--- config.mk ---
export PLATFORM = sky130hd
export DESIGN_NAME = meter_result_display_control
export DESIGN_NICKNAME = d
export VERILOG_FILES = /design/src/pkg/meter_pkg.sv /design/src/verilog/phase_timer.sv /design/src/verilog/meter_result_display_control.sv
export SDC_FILE = /design/constraint.sdc
export NUM_CORES = 1
export LEC_CHECK = 0
export BUFFER_PORTS_ARGS = -buffer_cell sky130_fd_sc_hd__clkbuf_2
export CELL_PAD_IN_SITES_DETAIL_PLACEMENT = 0
export CELL_PAD_IN_SITES_GLOBAL_PLACEMENT = 1
export CORE_MARGIN = 2
export CORE_UTILIZATION = 49
export CTS_CLUSTER_DIAMETER = 80
export DETAILED_ROUTE_END_ITERATION = 10
export HOLD_SLACK_MARGIN = 0.12
export PLACE_DENSITY = 0.86
export SLEW_MARGIN = 20
export SYNTH_ARGS = -nofsm -noshare
export SYNTH_HDL_FRONTEND = slang
export SYNTH_SLANG_ARGS = --single-unit
--- constraint.sdc ---
create_clock -name mclk -period 7.55 [get_ports mclk]
set_input_delay 0 -clock mclk [delete_from_list [all_inputs] [get_ports mclk]]
set_output_delay 0 -clock mclk [all_outputs]
set_load 0.1 [all_outputs]
--- src/pkg/meter_pkg.sv ---
/*
  Shared constants for the panel-meter control block: timing, count scaling,
  register map, interrupt layout and sequencer states.
  Assumes a 200 MHz system clock and a 32-bit AHB-Lite register bus.
*/
package meter_pkg;

  // Clock and phase timing
  localparam int unsigned CLK_KHZ      = 200000;
  localparam int unsigned REF_WAIT_MS  = 6000;
  localparam int unsigned CAL_MS       = 2000;
  localparam int unsigned HOLD_CAL_MS  = 2000;
  localparam int unsigned REF_WAIT_CYC = REF_WAIT_MS * CLK_KHZ;
  localparam int unsigned CAL_CYC      = CAL_MS * CLK_KHZ;
  localparam int unsigned HOLD_CAL_CYC = HOLD_CAL_MS * CLK_KHZ + 1;
  localparam int unsigned POR_CYC      = 16;

  // Count scaling: 1.024 * 20000 and 1.024 * 2000 are exact integers
  localparam int          RATIO_W      = 24;
  localparam int          RATIO_FRAC   = 23;
  localparam int          WIDE_W       = 24;
  localparam int          DISP_W       = 16;
  localparam int          SCALE_4P5    = 20480;
  localparam int          SCALE_3P5    = 2048;
  localparam int          NARROW_MULT  = 10;
  localparam int          NEG_ADJUST   = 1;
  localparam int          FULL_4P5     = 19999;
  localparam int          FULL_3P5     = 1999;
  localparam logic signed [DISP_W-1:0] SHOW_OVER  = 16'sh0001;
  localparam logic signed [DISP_W-1:0] SHOW_UNDER = 16'shffff;

  // Register byte offsets
  localparam logic [7:0]  REG_CTRL     = 8'h00;
  localparam logic [7:0]  REG_STATUS   = 8'h04;
  localparam logic [7:0]  REG_COUNT    = 8'h08;
  localparam logic [7:0]  REG_PEAK     = 8'h0c;
  localparam logic [7:0]  REG_IRQSTAT  = 8'h10;
  localparam logic [7:0]  REG_IRQMASK  = 8'h14;

  // Field positions
  localparam int          CTRL_CAL_BIT = 0;
  localparam int          IRQ_RESULT   = 0;
  localparam int          IRQ_OVER     = 1;
  localparam int          IRQ_UNDER    = 2;
  localparam int          IRQ_CALDONE  = 3;
  localparam int          IRQ_W        = 4;
  localparam logic [IRQ_W-1:0] IRQ_MASK_RST = 4'h0;

  // Strap synchroniser lanes
  localparam int          STRAP_FREEZE = 0;
  localparam int          STRAP_PEAK   = 1;
  localparam int          STRAP_SPAN   = 2;
  localparam int          STRAP_REFSEL = 3;
  localparam int          STRAP_W      = 4;

  localparam logic [1:0]  HTRANS_NONSEQ = 2'h2;

  typedef enum logic [1:0] {
    SEQ_POR     = 2'b00,
    SEQ_REFWAIT = 2'b01,
    SEQ_CAL     = 2'b10,
    SEQ_RUN     = 2'b11
  } seq_e;

endpackage

--- src/verilog/phase_timer.sv ---
/*
  One-shot cycle timer: counts a given number of cycles after a start pulse
  and then gives a one-cycle done pulse.
  Assumes start and clear come from logic on the same clock.
*/
`timescale 1ns/1ps
module phase_timer #(
  parameter int W = 32
) (
  // Clock and reset
  input  wire logic         mclk,
  input  wire logic         resetn,
  // Control
  input  wire logic         start,
  input  wire logic         clear,
  input  wire logic [W-1:0] limit,
  // Status
  output logic              busy,
  output logic              done
);

  logic [W-1:0] count_r, count_nxt;
  logic         busy_r, busy_nxt;
  logic         done_r, done_nxt;

  always_comb begin
    count_nxt = count_r;
    busy_nxt  = busy_r;
    done_nxt  = 1'b0;
    if (clear) begin
      busy_nxt  = 1'b0;
      count_nxt = '0;
    end else if (start) begin
      busy_nxt  = 1'b1;
      count_nxt = '0;
    end else if (busy_r) begin
      if (count_r >= limit - 1'b1) begin
        busy_nxt = 1'b0;
        done_nxt = 1'b1;
      end else begin
        count_nxt = count_r + 1'b1;
      end
    end
  end

  always_ff @(posedge mclk or negedge resetn) begin
    if (!resetn) begin
      count_r <= '0;
      busy_r  <= 1'b0;
      done_r  <= 1'b0;
    end else begin
      count_r <= count_nxt;
      busy_r  <= busy_nxt;
      done_r  <= done_nxt;
    end
  end

  assign busy = busy_r;
  assign done = done_r;

endmodule

--- src/verilog/meter_result_display_control.sv ---
/*
  Control logic of a panel-meter converter: power-up sequence, offset
  calibration control, count scaling, peak/hold selection and range display.
  Assumes the filter delivers a signed input/reference ratio with a one-cycle
  valid pulse, and an AHB-Lite master with this block as its only slave.
*/
// Local design decisions: the AHB-Lite interface to the registers and the register offsets.
// Functional notes
// - Above positive full scale show lone 1; below negative full scale show -1.
// - At power-up hold decimation filter and modulator in reset before conversions.
// - 4.5-digit part waits 6 s for reference, then enters enhanced calibration.
// - During that wait, show the reference reading once it is stable.
// - Enhanced calibration lasts 2 s; conversions start only afterwards.
// - Ordinary offset calibration runs every conversion cycle, unrequested.
// - Freeze held high over 2 s requests enhanced calibration on that variant.
// - Maxima tracking high displays only the highest value seen.
// - Peak mode: show first result, then update only on a larger result.
// - Maxima tracking low clears stored peak and stops tracking.
// - Freeze high keeps the displayed reading unchanged.
// - Wide span, 4.5 digits: count is 1.024 times ratio times 20000.
// - 3.5-digit variant uses scale 2000 in the same formula.
// - Negative input difference adds one count to the scaled result.
// - Narrow span multiplies the count by 10 before negative adjustment.
// - Reference select low chooses the external differential reference.
// - Display priority: freeze, then peak, then latest result.
`timescale 1ns/1ps
module meter_result_display_control
  import meter_pkg::*;
#(
  parameter bit          FOUR_HALF_DIGIT = 1'b1,
  parameter bit          ON_DEMAND_CAL   = 1'b1,
  parameter int unsigned REF_WAIT_CYCLES = REF_WAIT_CYC,
  parameter int unsigned CAL_CYCLES      = CAL_CYC,
  parameter int unsigned HOLD_CAL_CYCLES = HOLD_CAL_CYC
) (
  // Clock and reset
  input  wire logic                      mclk,
  input  wire logic                      resetn,
  // AHB-Lite slave
  input  wire logic                      hsel,
  input  wire logic [31:0]               haddr,
  input  wire logic [1:0]                htrans,
  input  wire logic                      hwrite,
  input  wire logic [2:0]                hsize,
  input  wire logic [31:0]               hwdata,
  input  wire logic                      hready,
  output logic                           hreadyout,
  output logic                           hresp,
  output logic [31:0]                    hrdata,
  // Strap inputs
  input  wire logic                      freezeIn,
  input  wire logic                      peakTrackIn,
  input  wire logic                      spanNarrowIn,
  input  wire logic                      reference_source_select,
  // Converter side
  input  wire logic                      refStable,
  input  wire logic                      resultValid,
  input  wire logic signed [RATIO_W-1:0] ratioIn,
  output logic                           filterReset,
  output logic                           modReset,
  output logic                           useExtRef,
  output logic                           enhancedCal,
  output logic                           offsetCal,
  // Display side
  output logic signed [DISP_W-1:0]       dispCount,
  output logic                           showOver,
  output logic                           showUnder,
  // Interrupt
  output logic                           irq
);

  localparam int SCALE = FOUR_HALF_DIGIT ? SCALE_4P5 : SCALE_3P5;
  localparam int FULL  = FOUR_HALF_DIGIT ? FULL_4P5 : FULL_3P5;

  function automatic logic signed [WIDE_W-1:0] scaleCount(
    input logic signed [RATIO_W-1:0] ratio,
    input logic                      narrow
  );
    logic signed [47:0] prod;
    prod = 48'(ratio) * 48'(SCALE);
    prod = prod >>> RATIO_FRAC;
    if (narrow)
      prod = prod * 48'(NARROW_MULT);
    if (ratio < 0)
      prod = prod + 48'(NEG_ADJUST);
    return prod[WIDE_W-1:0];
  endfunction

  // Strap synchroniser
  logic [STRAP_W-1:0] strapMeta_r, strapSync_r;
  logic freezeS, peakS, spanS;
  always_ff @(posedge mclk or negedge resetn) begin
    if (!resetn) begin
      strapMeta_r <= '0;
      strapSync_r <= '0;
    end else begin
      strapMeta_r <= {reference_source_select, spanNarrowIn, peakTrackIn, freezeIn};
      strapSync_r <= strapMeta_r;
    end
  end
  assign freezeS = strapSync_r[STRAP_FREEZE];
  assign peakS   = strapSync_r[STRAP_PEAK];
  assign spanS   = strapSync_r[STRAP_SPAN];

  // Bus address phase capture and register writes
  logic             wrPend_r, wrPend_nxt;
  logic             rdPend_r, rdPend_nxt;
  logic [7:0]       addr_r, addr_nxt;
  logic [31:0]      hrdata_r, hrdata_nxt;
  logic             calReq_r, calReq_nxt;
  logic [IRQ_W-1:0] irqMask_r, irqMask_nxt;
  logic             takeReq;
  logic [IRQ_W-1:0] irqClr;
  assign takeReq = hsel && hready && (htrans == HTRANS_NONSEQ);

  // Sequencer
  seq_e seq_r, seq_nxt;
  logic [4:0] porCnt_r, porCnt_nxt;
  logic       filterReset_r, filterReset_nxt, modReset_r, modReset_nxt;
  logic       enhancedCal_r, enhancedCal_nxt, offsetCal_r, offsetCal_nxt;
  logic       useExtRef_r, useExtRef_nxt;
  logic       refStart, refDone, calStart, calDone, holdDone, holdBusy;
  logic       freezeD_r, freezeD_nxt;
  logic       holdReq;

  // Display state
  logic signed [WIDE_W-1:0] latest_r, latest_nxt, peak_r, peak_nxt;
  logic signed [WIDE_W-1:0] held_r, held_nxt, shown, scaled;
  logic                     peakValid_r, peakValid_nxt;
  logic signed [DISP_W-1:0] dispCount_r, dispCount_nxt;
  logic                     showOver_r, showOver_nxt, showUnder_r, showUnder_nxt;
  logic                     takeResult;

  // Interrupts
  logic [IRQ_W-1:0] irqStat_r, irqStat_nxt, irqEvt;
  logic             irq_r, irq_nxt;

  assign scaled     = scaleCount(ratioIn, spanS);
  assign takeResult = resultValid &&
                      (seq_r == SEQ_RUN || (seq_r == SEQ_REFWAIT && refStable));

  always_comb begin
    wrPend_nxt  = takeReq && hwrite;
    rdPend_nxt  = takeReq && !hwrite;
    addr_nxt    = takeReq ? haddr[7:0] : addr_r;
    irqMask_nxt = irqMask_r;
    calReq_nxt  = 1'b0;
    irqClr      = '0;
    if (wrPend_r) begin
      case (addr_r)
        REG_CTRL:    calReq_nxt  = hwdata[CTRL_CAL_BIT];
        REG_IRQSTAT: irqClr      = hwdata[IRQ_W-1:0];
        REG_IRQMASK: irqMask_nxt = hwdata[IRQ_W-1:0];
        default:     irqClr      = '0;
      endcase
    end
    hrdata_nxt = '0;
    if (takeReq && !hwrite) begin
      case (haddr[7:0])
        REG_STATUS:  hrdata_nxt = {25'h0, useExtRef_r, holdBusy, peakValid_r,
                                   showUnder_r, showOver_r, seq_r};
        REG_COUNT:   hrdata_nxt = 32'(dispCount_r);
        REG_PEAK:    hrdata_nxt = 32'(peak_r);
        REG_IRQSTAT: hrdata_nxt = 32'(irqStat_r);
        REG_IRQMASK: hrdata_nxt = 32'(irqMask_r);
        default:     hrdata_nxt = '0;
      endcase
    end
  end

  always_ff @(posedge mclk or negedge resetn) begin
    if (!resetn) begin
      wrPend_r  <= 1'b0;
      rdPend_r  <= 1'b0;
      addr_r    <= 8'h00;
      hrdata_r  <= 32'h0000_0000;
      calReq_r  <= 1'b0;
      irqMask_r <= IRQ_MASK_RST;
    end else begin
      wrPend_r  <= wrPend_nxt;
      rdPend_r  <= rdPend_nxt;
      addr_r    <= addr_nxt;
      hrdata_r  <= hrdata_nxt;
      calReq_r  <= calReq_nxt;
      irqMask_r <= irqMask_nxt;
    end
  end

  // Freeze held long enough asks for enhanced calibration
  assign holdReq = ON_DEMAND_CAL && holdDone && freezeS;

  phase_timer #(.W(32)) u_seqTimer (
    .mclk   (mclk),
    .resetn (resetn),
    .start  (refStart || calStart),
    .clear  (1'b0),
    // Limit is read every cycle, so it must stay put for the whole phase
    .limit  (calStart || seq_r == SEQ_CAL ? CAL_CYCLES : REF_WAIT_CYCLES),
    .busy   (),
    .done   (refDone)
  );
  assign calDone = refDone && seq_r == SEQ_CAL;

  phase_timer #(.W(32)) u_holdTimer (
    .mclk   (mclk),
    .resetn (resetn),
    .start  (freezeS && !freezeD_r),
    .clear  (!freezeS),
    .limit  (HOLD_CAL_CYCLES),
    .busy   (holdBusy),
    .done   (holdDone)
  );

  always_comb begin
    seq_nxt         = seq_r;
    porCnt_nxt      = porCnt_r;
    refStart        = 1'b0;
    calStart        = 1'b0;
    freezeD_nxt     = freezeS;
    useExtRef_nxt   = !strapSync_r[STRAP_REFSEL];
    offsetCal_nxt   = resultValid && seq_r == SEQ_RUN;
    case (seq_r)
      SEQ_POR: begin
        porCnt_nxt = porCnt_r + 5'd1;
        if (porCnt_r == 5'(POR_CYC - 1)) begin
          seq_nxt  = FOUR_HALF_DIGIT ? SEQ_REFWAIT : SEQ_CAL;
          refStart = FOUR_HALF_DIGIT;
          calStart = !FOUR_HALF_DIGIT;
        end
      end
      SEQ_REFWAIT: begin
        // Full wait kept even with a stable reference so it can settle
        if (refDone) begin
          seq_nxt  = SEQ_CAL;
          calStart = 1'b1;
        end
      end
      SEQ_CAL: begin
        if (refDone)
          seq_nxt = SEQ_RUN;
      end
      SEQ_RUN: begin
        if (holdReq || calReq_r) begin
          seq_nxt  = SEQ_CAL;
          calStart = 1'b1;
        end
      end
      default: seq_nxt = SEQ_POR;
    endcase
    filterReset_nxt = seq_nxt == SEQ_POR;
    modReset_nxt    = seq_nxt == SEQ_POR;
    enhancedCal_nxt = seq_nxt == SEQ_CAL;
  end

  always_ff @(posedge mclk or negedge resetn) begin
    if (!resetn) begin
      seq_r         <= SEQ_POR;
      porCnt_r      <= 5'd0;
      freezeD_r     <= 1'b0;
      filterReset_r <= 1'b1;
      modReset_r    <= 1'b1;
      enhancedCal_r <= 1'b0;
      offsetCal_r   <= 1'b0;
      useExtRef_r   <= 1'b0;
    end else begin
      seq_r         <= seq_nxt;
      porCnt_r      <= porCnt_nxt;
      freezeD_r     <= freezeD_nxt;
      filterReset_r <= filterReset_nxt;
      modReset_r    <= modReset_nxt;
      enhancedCal_r <= enhancedCal_nxt;
      offsetCal_r   <= offsetCal_nxt;
      useExtRef_r   <= useExtRef_nxt;
    end
  end

  // Value selection
  always_comb begin
    latest_nxt    = takeResult ? scaled : latest_r;
    peak_nxt      = peak_r;
    peakValid_nxt = peakValid_r;
    if (!peakS) begin
      peak_nxt      = '0;
      peakValid_nxt = 1'b0;
    end else if (takeResult && (!peakValid_r || scaled > peak_r)) begin
      peak_nxt      = scaled;
      peakValid_nxt = 1'b1;
    end
    if (freezeS)
      shown = held_r;
    else if (peakS)
      shown = peakValid_r ? peak_r : latest_r;
    else
      shown = latest_r;
    held_nxt      = shown;
    showOver_nxt  = shown > WIDE_W'(FULL);
    showUnder_nxt = shown < -WIDE_W'(FULL);
    if (showOver_nxt)
      dispCount_nxt = SHOW_OVER;
    else if (showUnder_nxt)
      dispCount_nxt = SHOW_UNDER;
    else
      dispCount_nxt = shown[DISP_W-1:0];
  end

  always_ff @(posedge mclk or negedge resetn) begin
    if (!resetn) begin
      latest_r    <= '0;
      peak_r      <= '0;
      peakValid_r <= 1'b0;
      held_r      <= '0;
      dispCount_r <= '0;
      showOver_r  <= 1'b0;
      showUnder_r <= 1'b0;
    end else begin
      latest_r    <= latest_nxt;
      peak_r      <= peak_nxt;
      peakValid_r <= peakValid_nxt;
      held_r      <= held_nxt;
      dispCount_r <= dispCount_nxt;
      showOver_r  <= showOver_nxt;
      showUnder_r <= showUnder_nxt;
    end
  end

  // Interrupt status; a new event beats a clear in the same cycle
  always_comb begin
    irqEvt              = '0;
    irqEvt[IRQ_RESULT]  = takeResult;
    irqEvt[IRQ_OVER]    = showOver_nxt && !showOver_r;
    irqEvt[IRQ_UNDER]   = showUnder_nxt && !showUnder_r;
    irqEvt[IRQ_CALDONE] = calDone;
    irqStat_nxt         = (irqStat_r & ~irqClr) | irqEvt;
    irq_nxt             = |(irqStat_nxt & irqMask_nxt);
  end

  always_ff @(posedge mclk or negedge resetn) begin
    if (!resetn) begin
      irqStat_r <= '0;
      irq_r     <= 1'b0;
    end else begin
      irqStat_r <= irqStat_nxt;
      irq_r     <= irq_nxt;
    end
  end

  assign hreadyout   = 1'b1;
  assign hresp       = 1'b0;
  assign hrdata      = hrdata_r;
  assign filterReset = filterReset_r;
  assign modReset    = modReset_r;
  assign useExtRef   = useExtRef_r;
  assign enhancedCal = enhancedCal_r;
  assign offsetCal   = offsetCal_r;
  assign dispCount   = dispCount_r;
  assign showOver    = showOver_r;
  assign showUnder   = showUnder_r;
  assign irq         = irq_r;
endmodule

; ---- After elaboration in Yosys (flattened, before gate mapping)
; Cells that the tools add are included.
[totals]
reg_bits = 230
word_cells = 145
[op_classes]
addsub = 5
multipliers = 2
magnitude_cmp = 6
n_eq_ne = 17
n_mux = 51
n_bitwise = 4
reduce_logical = 31
[ops]
columns = cell, n
row1 = $mux W32, 8
row2 = $mux W24, 7
row3 = $pmux W32 S5, 1
row4 = $add A32 B1 Y32 const B, 2
row5 = $eq A8 B5 Y1 const B, 4
row6 = $ge A32 B29 Y1 const B, 1
row7 = $ge A32 B32 Y1, 1
row8 = $mux W16, 2
row9 = $sub A31 B1 Y32 const B, 1
row10 = $mux W31, 1
row11 = $mul A24 B4 Y28 const B, 1
row12 = $add A24 B2 Y24 const B, 1
row13 = $gt A24 B16 Y1 const B, 1
row14 = $gt A24 B24 Y1, 1
row15 = $lt A24 B1 Y1 const B, 1
row16 = $lt A24 B16 Y1 const B, 1
row17 = $mux W1, 22
row18 = $mul A17 B4 Y21 const B, 1
row19 = $eq A8 B4 Y1 const B, 2
row20 = $mux W4, 4
row21 = $logic_and A1 B1 Y1, 13
row22 = $and A4 B4 Y4, 2
row23 = $eq A2 B2 Y1 const B, 4
row24 = $eq A8 B3 Y1 const B, 1
row25 = other kinds (18), 33

; ---- Logic depth before layout (Yosys ltp)
[depth]
ltp_word = 11
ltp_mapped = 36
mapped_depth_nobuf = 32

; ---- By module
; Synthesis repeated with hierarchy kept, for this count alone.
[unflattened]
cells_unflattened = 1850
area_unflattened_um2 = 16594.7
[by_module_without_submodules]
columns = mod, n_inst, cells_per_inst, area_per_inst_um2
row1 = meter_result_display_control, 1, 1100, 10166.0
row2 = phase_timer (u_holdTimer), 1, 382, 3278.1
row3 = phase_timer (u_seqTimer), 1, 368, 3150.5

; ---- Worst setup path before layout
; OpenSTA, ideal clock, no wires.
[synth_timing]
path_kind = input to register
startpoint = input port ratioIn[6]
endpoint = register peak_r[12]
setup_ns = 0.066
arrival_ns = 6.793
required_ns = 7.484
slack_ns = 0.690
stages = 33
n_path_buf = 2
cell_sequence = ha_1 > ha_1 > a211o_1 > a211o_1 > o22ai_1 > nor2_1 > xnor2_1 > inv_1 > ha_1 > ha_1 > fa_1 > a21oi_1 > o2111ai_1 > a21o_1 > a21oi_1 > xnor2_1 > mux2_2 > and3_1 > clkbuf_1 > nor4b_4 > or2b_2 > inv_1 > ha_1 > nand4_1 > nor3_1 > nand4_1 > a221oi_1 > a211oi_1 > o21ai_0 > o21ai_0 > a21boi_1 > clkbuf_1 > a22o_1
[synth_between]
elab_chain_len = 9
[synth_lines]
columns = item, line_no
row1 = "start, declared", meter_result_display_control.sv:58  ; input wire logic signed [RATIO_W-1:0] ratioIn,
row2 = $mul A24 B4 Y28, meter_result_display_control.sv:80  ; prod = 48'(ratio) * 48'(SCALE);
row3 = $mul A17 B4 Y21, meter_result_display_control.sv:83  ; prod = prod * 48'(NARROW_MULT);
row4 = $mux W24, meter_result_display_control.sv:82  ; if (narrow)
row5 = $add A24 B2 Y24, meter_result_display_control.sv:85  ; prod = prod + 48'(NEG_ADJUST);
row6 = $mux W24 *, meter_result_display_control.sv:84  ; if (ratio < 0)
row7 = named net scaled[23], meter_result_display_control.sv:128  ; logic signed [WIDE_W-1:0] held_r, held_nxt, shown, scaled;
row8 = $gt A24 B24 Y1 *, meter_result_display_control.sv:285  ; end else if (takeResult && (!peakValid_r || scaled > peak_r)) begin
row9 = $logic_or A1 B1 Y1 *, meter_result_display_control.sv:285
row10 = $logic_and A1 B1 Y1 *, meter_result_display_control.sv:285
row11 = $ne A2 B1 Y1 (no line) *, -
row12 = "end signal, assigned", meter_result_display_control.sv:317  ; peak_r <= peak_nxt;
row13 = "end, declared", meter_result_display_control.sv:127  ; logic signed [WIDE_W-1:0] latest_r, latest_nxt, peak_r, peak_nxt;
; The timed path passes the listed nets; every way through them passes the cells marked *. The select of a mux whose other input is x is not followed.
; A chain may end at the register's enable or synchronous reset.

; ---- Final worst setup path
[layout_timing]
startpoint = input port ratioIn[6]
endpoint = register peak_r[8]
; The elaborated chain is that of the path after synthesis.

==> flow_summary.yaml <==
die:
  starting_density_of_the_core_pct: 50.0
  ios: 162
  fp.dieArea_um2: 28900
  chipHeight_um: 170
  design.core.area_um2: 27000
  std_cell_rows: 60
  dieWidth_um: 170
critical_path:
  startpoint_type: "primary input"
  crit_path_arrival_time_ps: 7240
  crit_path_max_incr_delay_ps: 400
  worst_path_most_repeated_cell: "ha_1"
  critical_path.max_fanout: 8
  crit_type: "primary input to flip-flop"
  critical_path_required_ps: 7940
  setup.worst_path.end_class: "flip-flop"
  worst_path_max_delay_cell: "ha_1"
worst_hold_path:
  min-delay-path-class: "primary input to flip-flop"
sta:
  grt_setup_unrepaired: "false"
  post-route-period-util_pct: 90.7
  clock_skew_ps: 8.70
  worstMarginPinSlew_ps: 1030
  final_hold_viol_count: 0
  period_needed_ps: 6840
  setup_viol: 0
  maxClockFrequency_mhz: 146
  maxSlewHeadroom_pct: 31.2
  setup_ws_ps: 705
  slew_violations: 0
  timing.hold.ws_ps: 149
global_route:
  maximum_number_of_pins_on_one_net_before_global_route_repair: 80
  track_usage_pct: 22.9
  grt_first_pass_wirelength_um: 54200
  gr-total-overflow: 0
  antenna_found_initial: 0
  number_of_global_route_vias_before_repair: 10753
routing:
  highest_layer: "met4"
  avgViaCountPerCell: 5.72
  drt_wl_total_um: 32800
  via_count: 11114
  first_iter_violations: 760
  drc_errors: 0
  detailed_routed_wire_length_on_met2_um: 15300
  wl_per_cell_um: 16.9
  drt_pre_antenna_iters: 5
  drt.antenna.violating_nets: 0
  wirelength_met1_um: 15300
  met3RoutedLength_um: 1340
synthesis:
  post_synth_mux_area_share_pct: 4.33
  yosys.area_share.simple_pct: 18.9
  synth_async_sr_flop_share_pct: 100
  yosys.cell_types.count: 83
  seq_area_frac_synth_pct: 41.1
  synth_top_family_by_area: "simple AND/OR/NAND/NOR gates"
  synthesis.yosys.warnings: 0
  synthAdderAreaFrac_pct: 10.2
  number_of_enable_flip_flop_cells_after_synthesis: 0
  ys.flop_type: "dfrtp_1"
  post_synth_inst_count: 1454
  synthesis.area_per_instance_um2: 9.30
  synth.area.top_cells: "dfrtp_1 41%, ha_1 10%, nand2_1 4.0%"
  synth_compound_area_share_pct: 15.4
  syn_nets: 1668
  synth_xor_area_share_pct: 5.57
  post-synth-top-area-fraction_pct: 40.9
  ys_ff_latch: 222
  post-synth-top-area-cell: "dfrtp_1"
  synth_cell_area_um2: 13500
power:
  cellInternalPower_w: 0.00273
  comb_power_share_pct: 38.5
  p_leak_nw: 7.34
  report.power.total_w: 0.00436
  power.share.clock_pct: 28.7
  power.sequential.fraction_pct: 32.8
  swShare_pct: 37.5
  switchingPower_w: 0.00163
  power.density_nw_per_um2: 279
  vdd_drop_max_v: 0.000185
finish:
  post_route_cells_drive_above_1_share_pct: 14.9
  mostFrequentLayoutCell: "dfrtp_1"
  number_of_nets_in_the_layout: 1799
  insertedDiodeCount: 0
  layout.cells.most_common_list: "221 x dfrtp_1, 144 x nand2_1, 139 x nor2_1"
  area_growth_pct: 15.6
  final_util_pct: 57.8
placement:
  dp_hpwl_um: 24500
  placement.setup.worst_slack_ps: -4.43
  gp_congestion: 0.866
  number_of_buffers_added_on_ports: 104
clock_tree:
  cts-root-to-sink-buffers: 3
  number_of_setup_buffers_added_after_cts: 0
  total_clock_buffers_created_by_cts: 24
  cts-root-buf: "clkbuf_16"
  worstSkewPairLatency_ps: 510
  clk_slew_on_worst_s_h_paths_ps: 60
  tritoncts_num_sinks: 222
  clock_tree_from_tritoncts: "built"
  cts_htree_levels: 1
outcome:
  outcome: "finished, final reports clean"
flow_run:
  maxcap_violations: 0
## final timing paths
path / slack, ps / end / startpoint / depth (start not counted)
worst max-delay path: 710 / peak_r[8] / ratioIn[6] / 33
worst min-delay path: 150 / strapMeta_r[0] / freezeIn / 2
worst max register to register: 2300 / peak_r[8] / strapSync_r[2] / 20
worst min register to register: 350 / strapSync_r[0] / strapMeta_r[0] / 0
max in group asynchronous: 5860 / u_seqTimer.count_r[2] / resetn / 4
min in group asynchronous: 560 / hrdata[4] / resetn / 3
## Yosys cell counts (all sizes together), types with 5 or more instances
| cell type | number |
|---|---|
| a21oi | 90 |
| nand2 | 144 |
| buf | 15 |
| a22oi | 20 |
| mux2i | 27 |
| o21ai | 75 |
| a211oi | 10 |
| a31oi | 10 |
| a22o | 15 |
| or4 | 6 |
| nor4 | 5 |
| clkbuf | 46 |
| xor2 | 46 |
| o21a | 7 |
| xnor2 | 40 |
| nor4b | 5 |
| and2 | 10 |
| mux2 | 28 |
| o31ai | 13 |
| nand2b | 11 |
| nand3 | 47 |
| inv | 85 |
| a21o | 12 |
| nand4 | 30 |
| and4 | 14 |
| nor2b | 11 |
| or3 | 19 |
| ha | 109 |
| a32o | 5 |
| o211ai | 7 |
| and3 | 25 |
| nor3 | 32 |
| dfrtp | 221 |
| a21boi | 7 |
| nor3b | 6 |
| nor2 | 139 |
## routing by layer
layer / vias up / global-route usage [%]
met5: - / 0
met4: 0 / 6.54
met3: 51 / 2.49
met2: 243 / 38.1
met1: 5368 / 31.7
li1: 5452 / -
## critical path: cells and delay by family
kind	cells	cell delay [ps]
compound gates	14	3000
xor+xnor	2	550
fa+ha+maj	5	1450
buf+inv	4	580
simple gates	8	1650
## power by group through the flow
stage / clock network [W] / logic, W / registers (W)
2_1_floorplan: 0 / 0.00105 / 0.00159
3_3_place_gp: 0 / 0.00162 / 0.00144
3_5_place_dp: 0 / 0.00165 / 0.00145
4_1_cts: 0.00128 / 0.00167 / 0.00143
5_1_grt: 0.00133 / 0.00188 / 0.00145
6_report: 0.00125 / 0.00168 / 0.00143
## per-stage QoR
step	TNS [ps]	instance area [um^2]	instances
5_1_grt	0	15600	1944
3_5_place_dp	-4.43	14500	1875
2_1_floorplan	0	13500	1454
6_report	0	15600	1944
4_1_cts	0	15600	1944
3_3_place_gp	0	14500	1875
## timing repair
action | CTS | global route
resized for setup | 0 | 4
hold buffers | 25 | 0
endpoints found under the hold margin | 128 | 0
setup endpoints to repair | 0 | 24
## cells by family after synthesis
group | after synthesis
and+or+nand+nor | 516
adders and majority gates | 110
buffers and inverters | 146
other | 2
DFF | 222
xor gates and xnor gates | 86
muxes | 55
AOI/OAI and AO/OA | 317
## state kept, by name, indices dropped and copies added, names as in the netlist, 5 cells and up
name	cells
latest_r	24
peak_r	24
porCnt_r	5
hrdata	24
dispCount	16
u_seqTimer.count_r	32
held_r	24
u_holdTimer.count_r	32
addr_r	8
## cell type report
cell class | instances | area, um^2
Sequential cell | 222 | 5560
Multi-Input combinational cell | 1086 | 7400
Timing Repair Buffer | 166 | 1060
Tap cell | 341 | 427
Clock inverter | 10 | 138
Clock buffer | 34 | 729
Fill cell | 2374 | 11400
Inverter | 85 | 319
(Power assumes the default switching activity.)
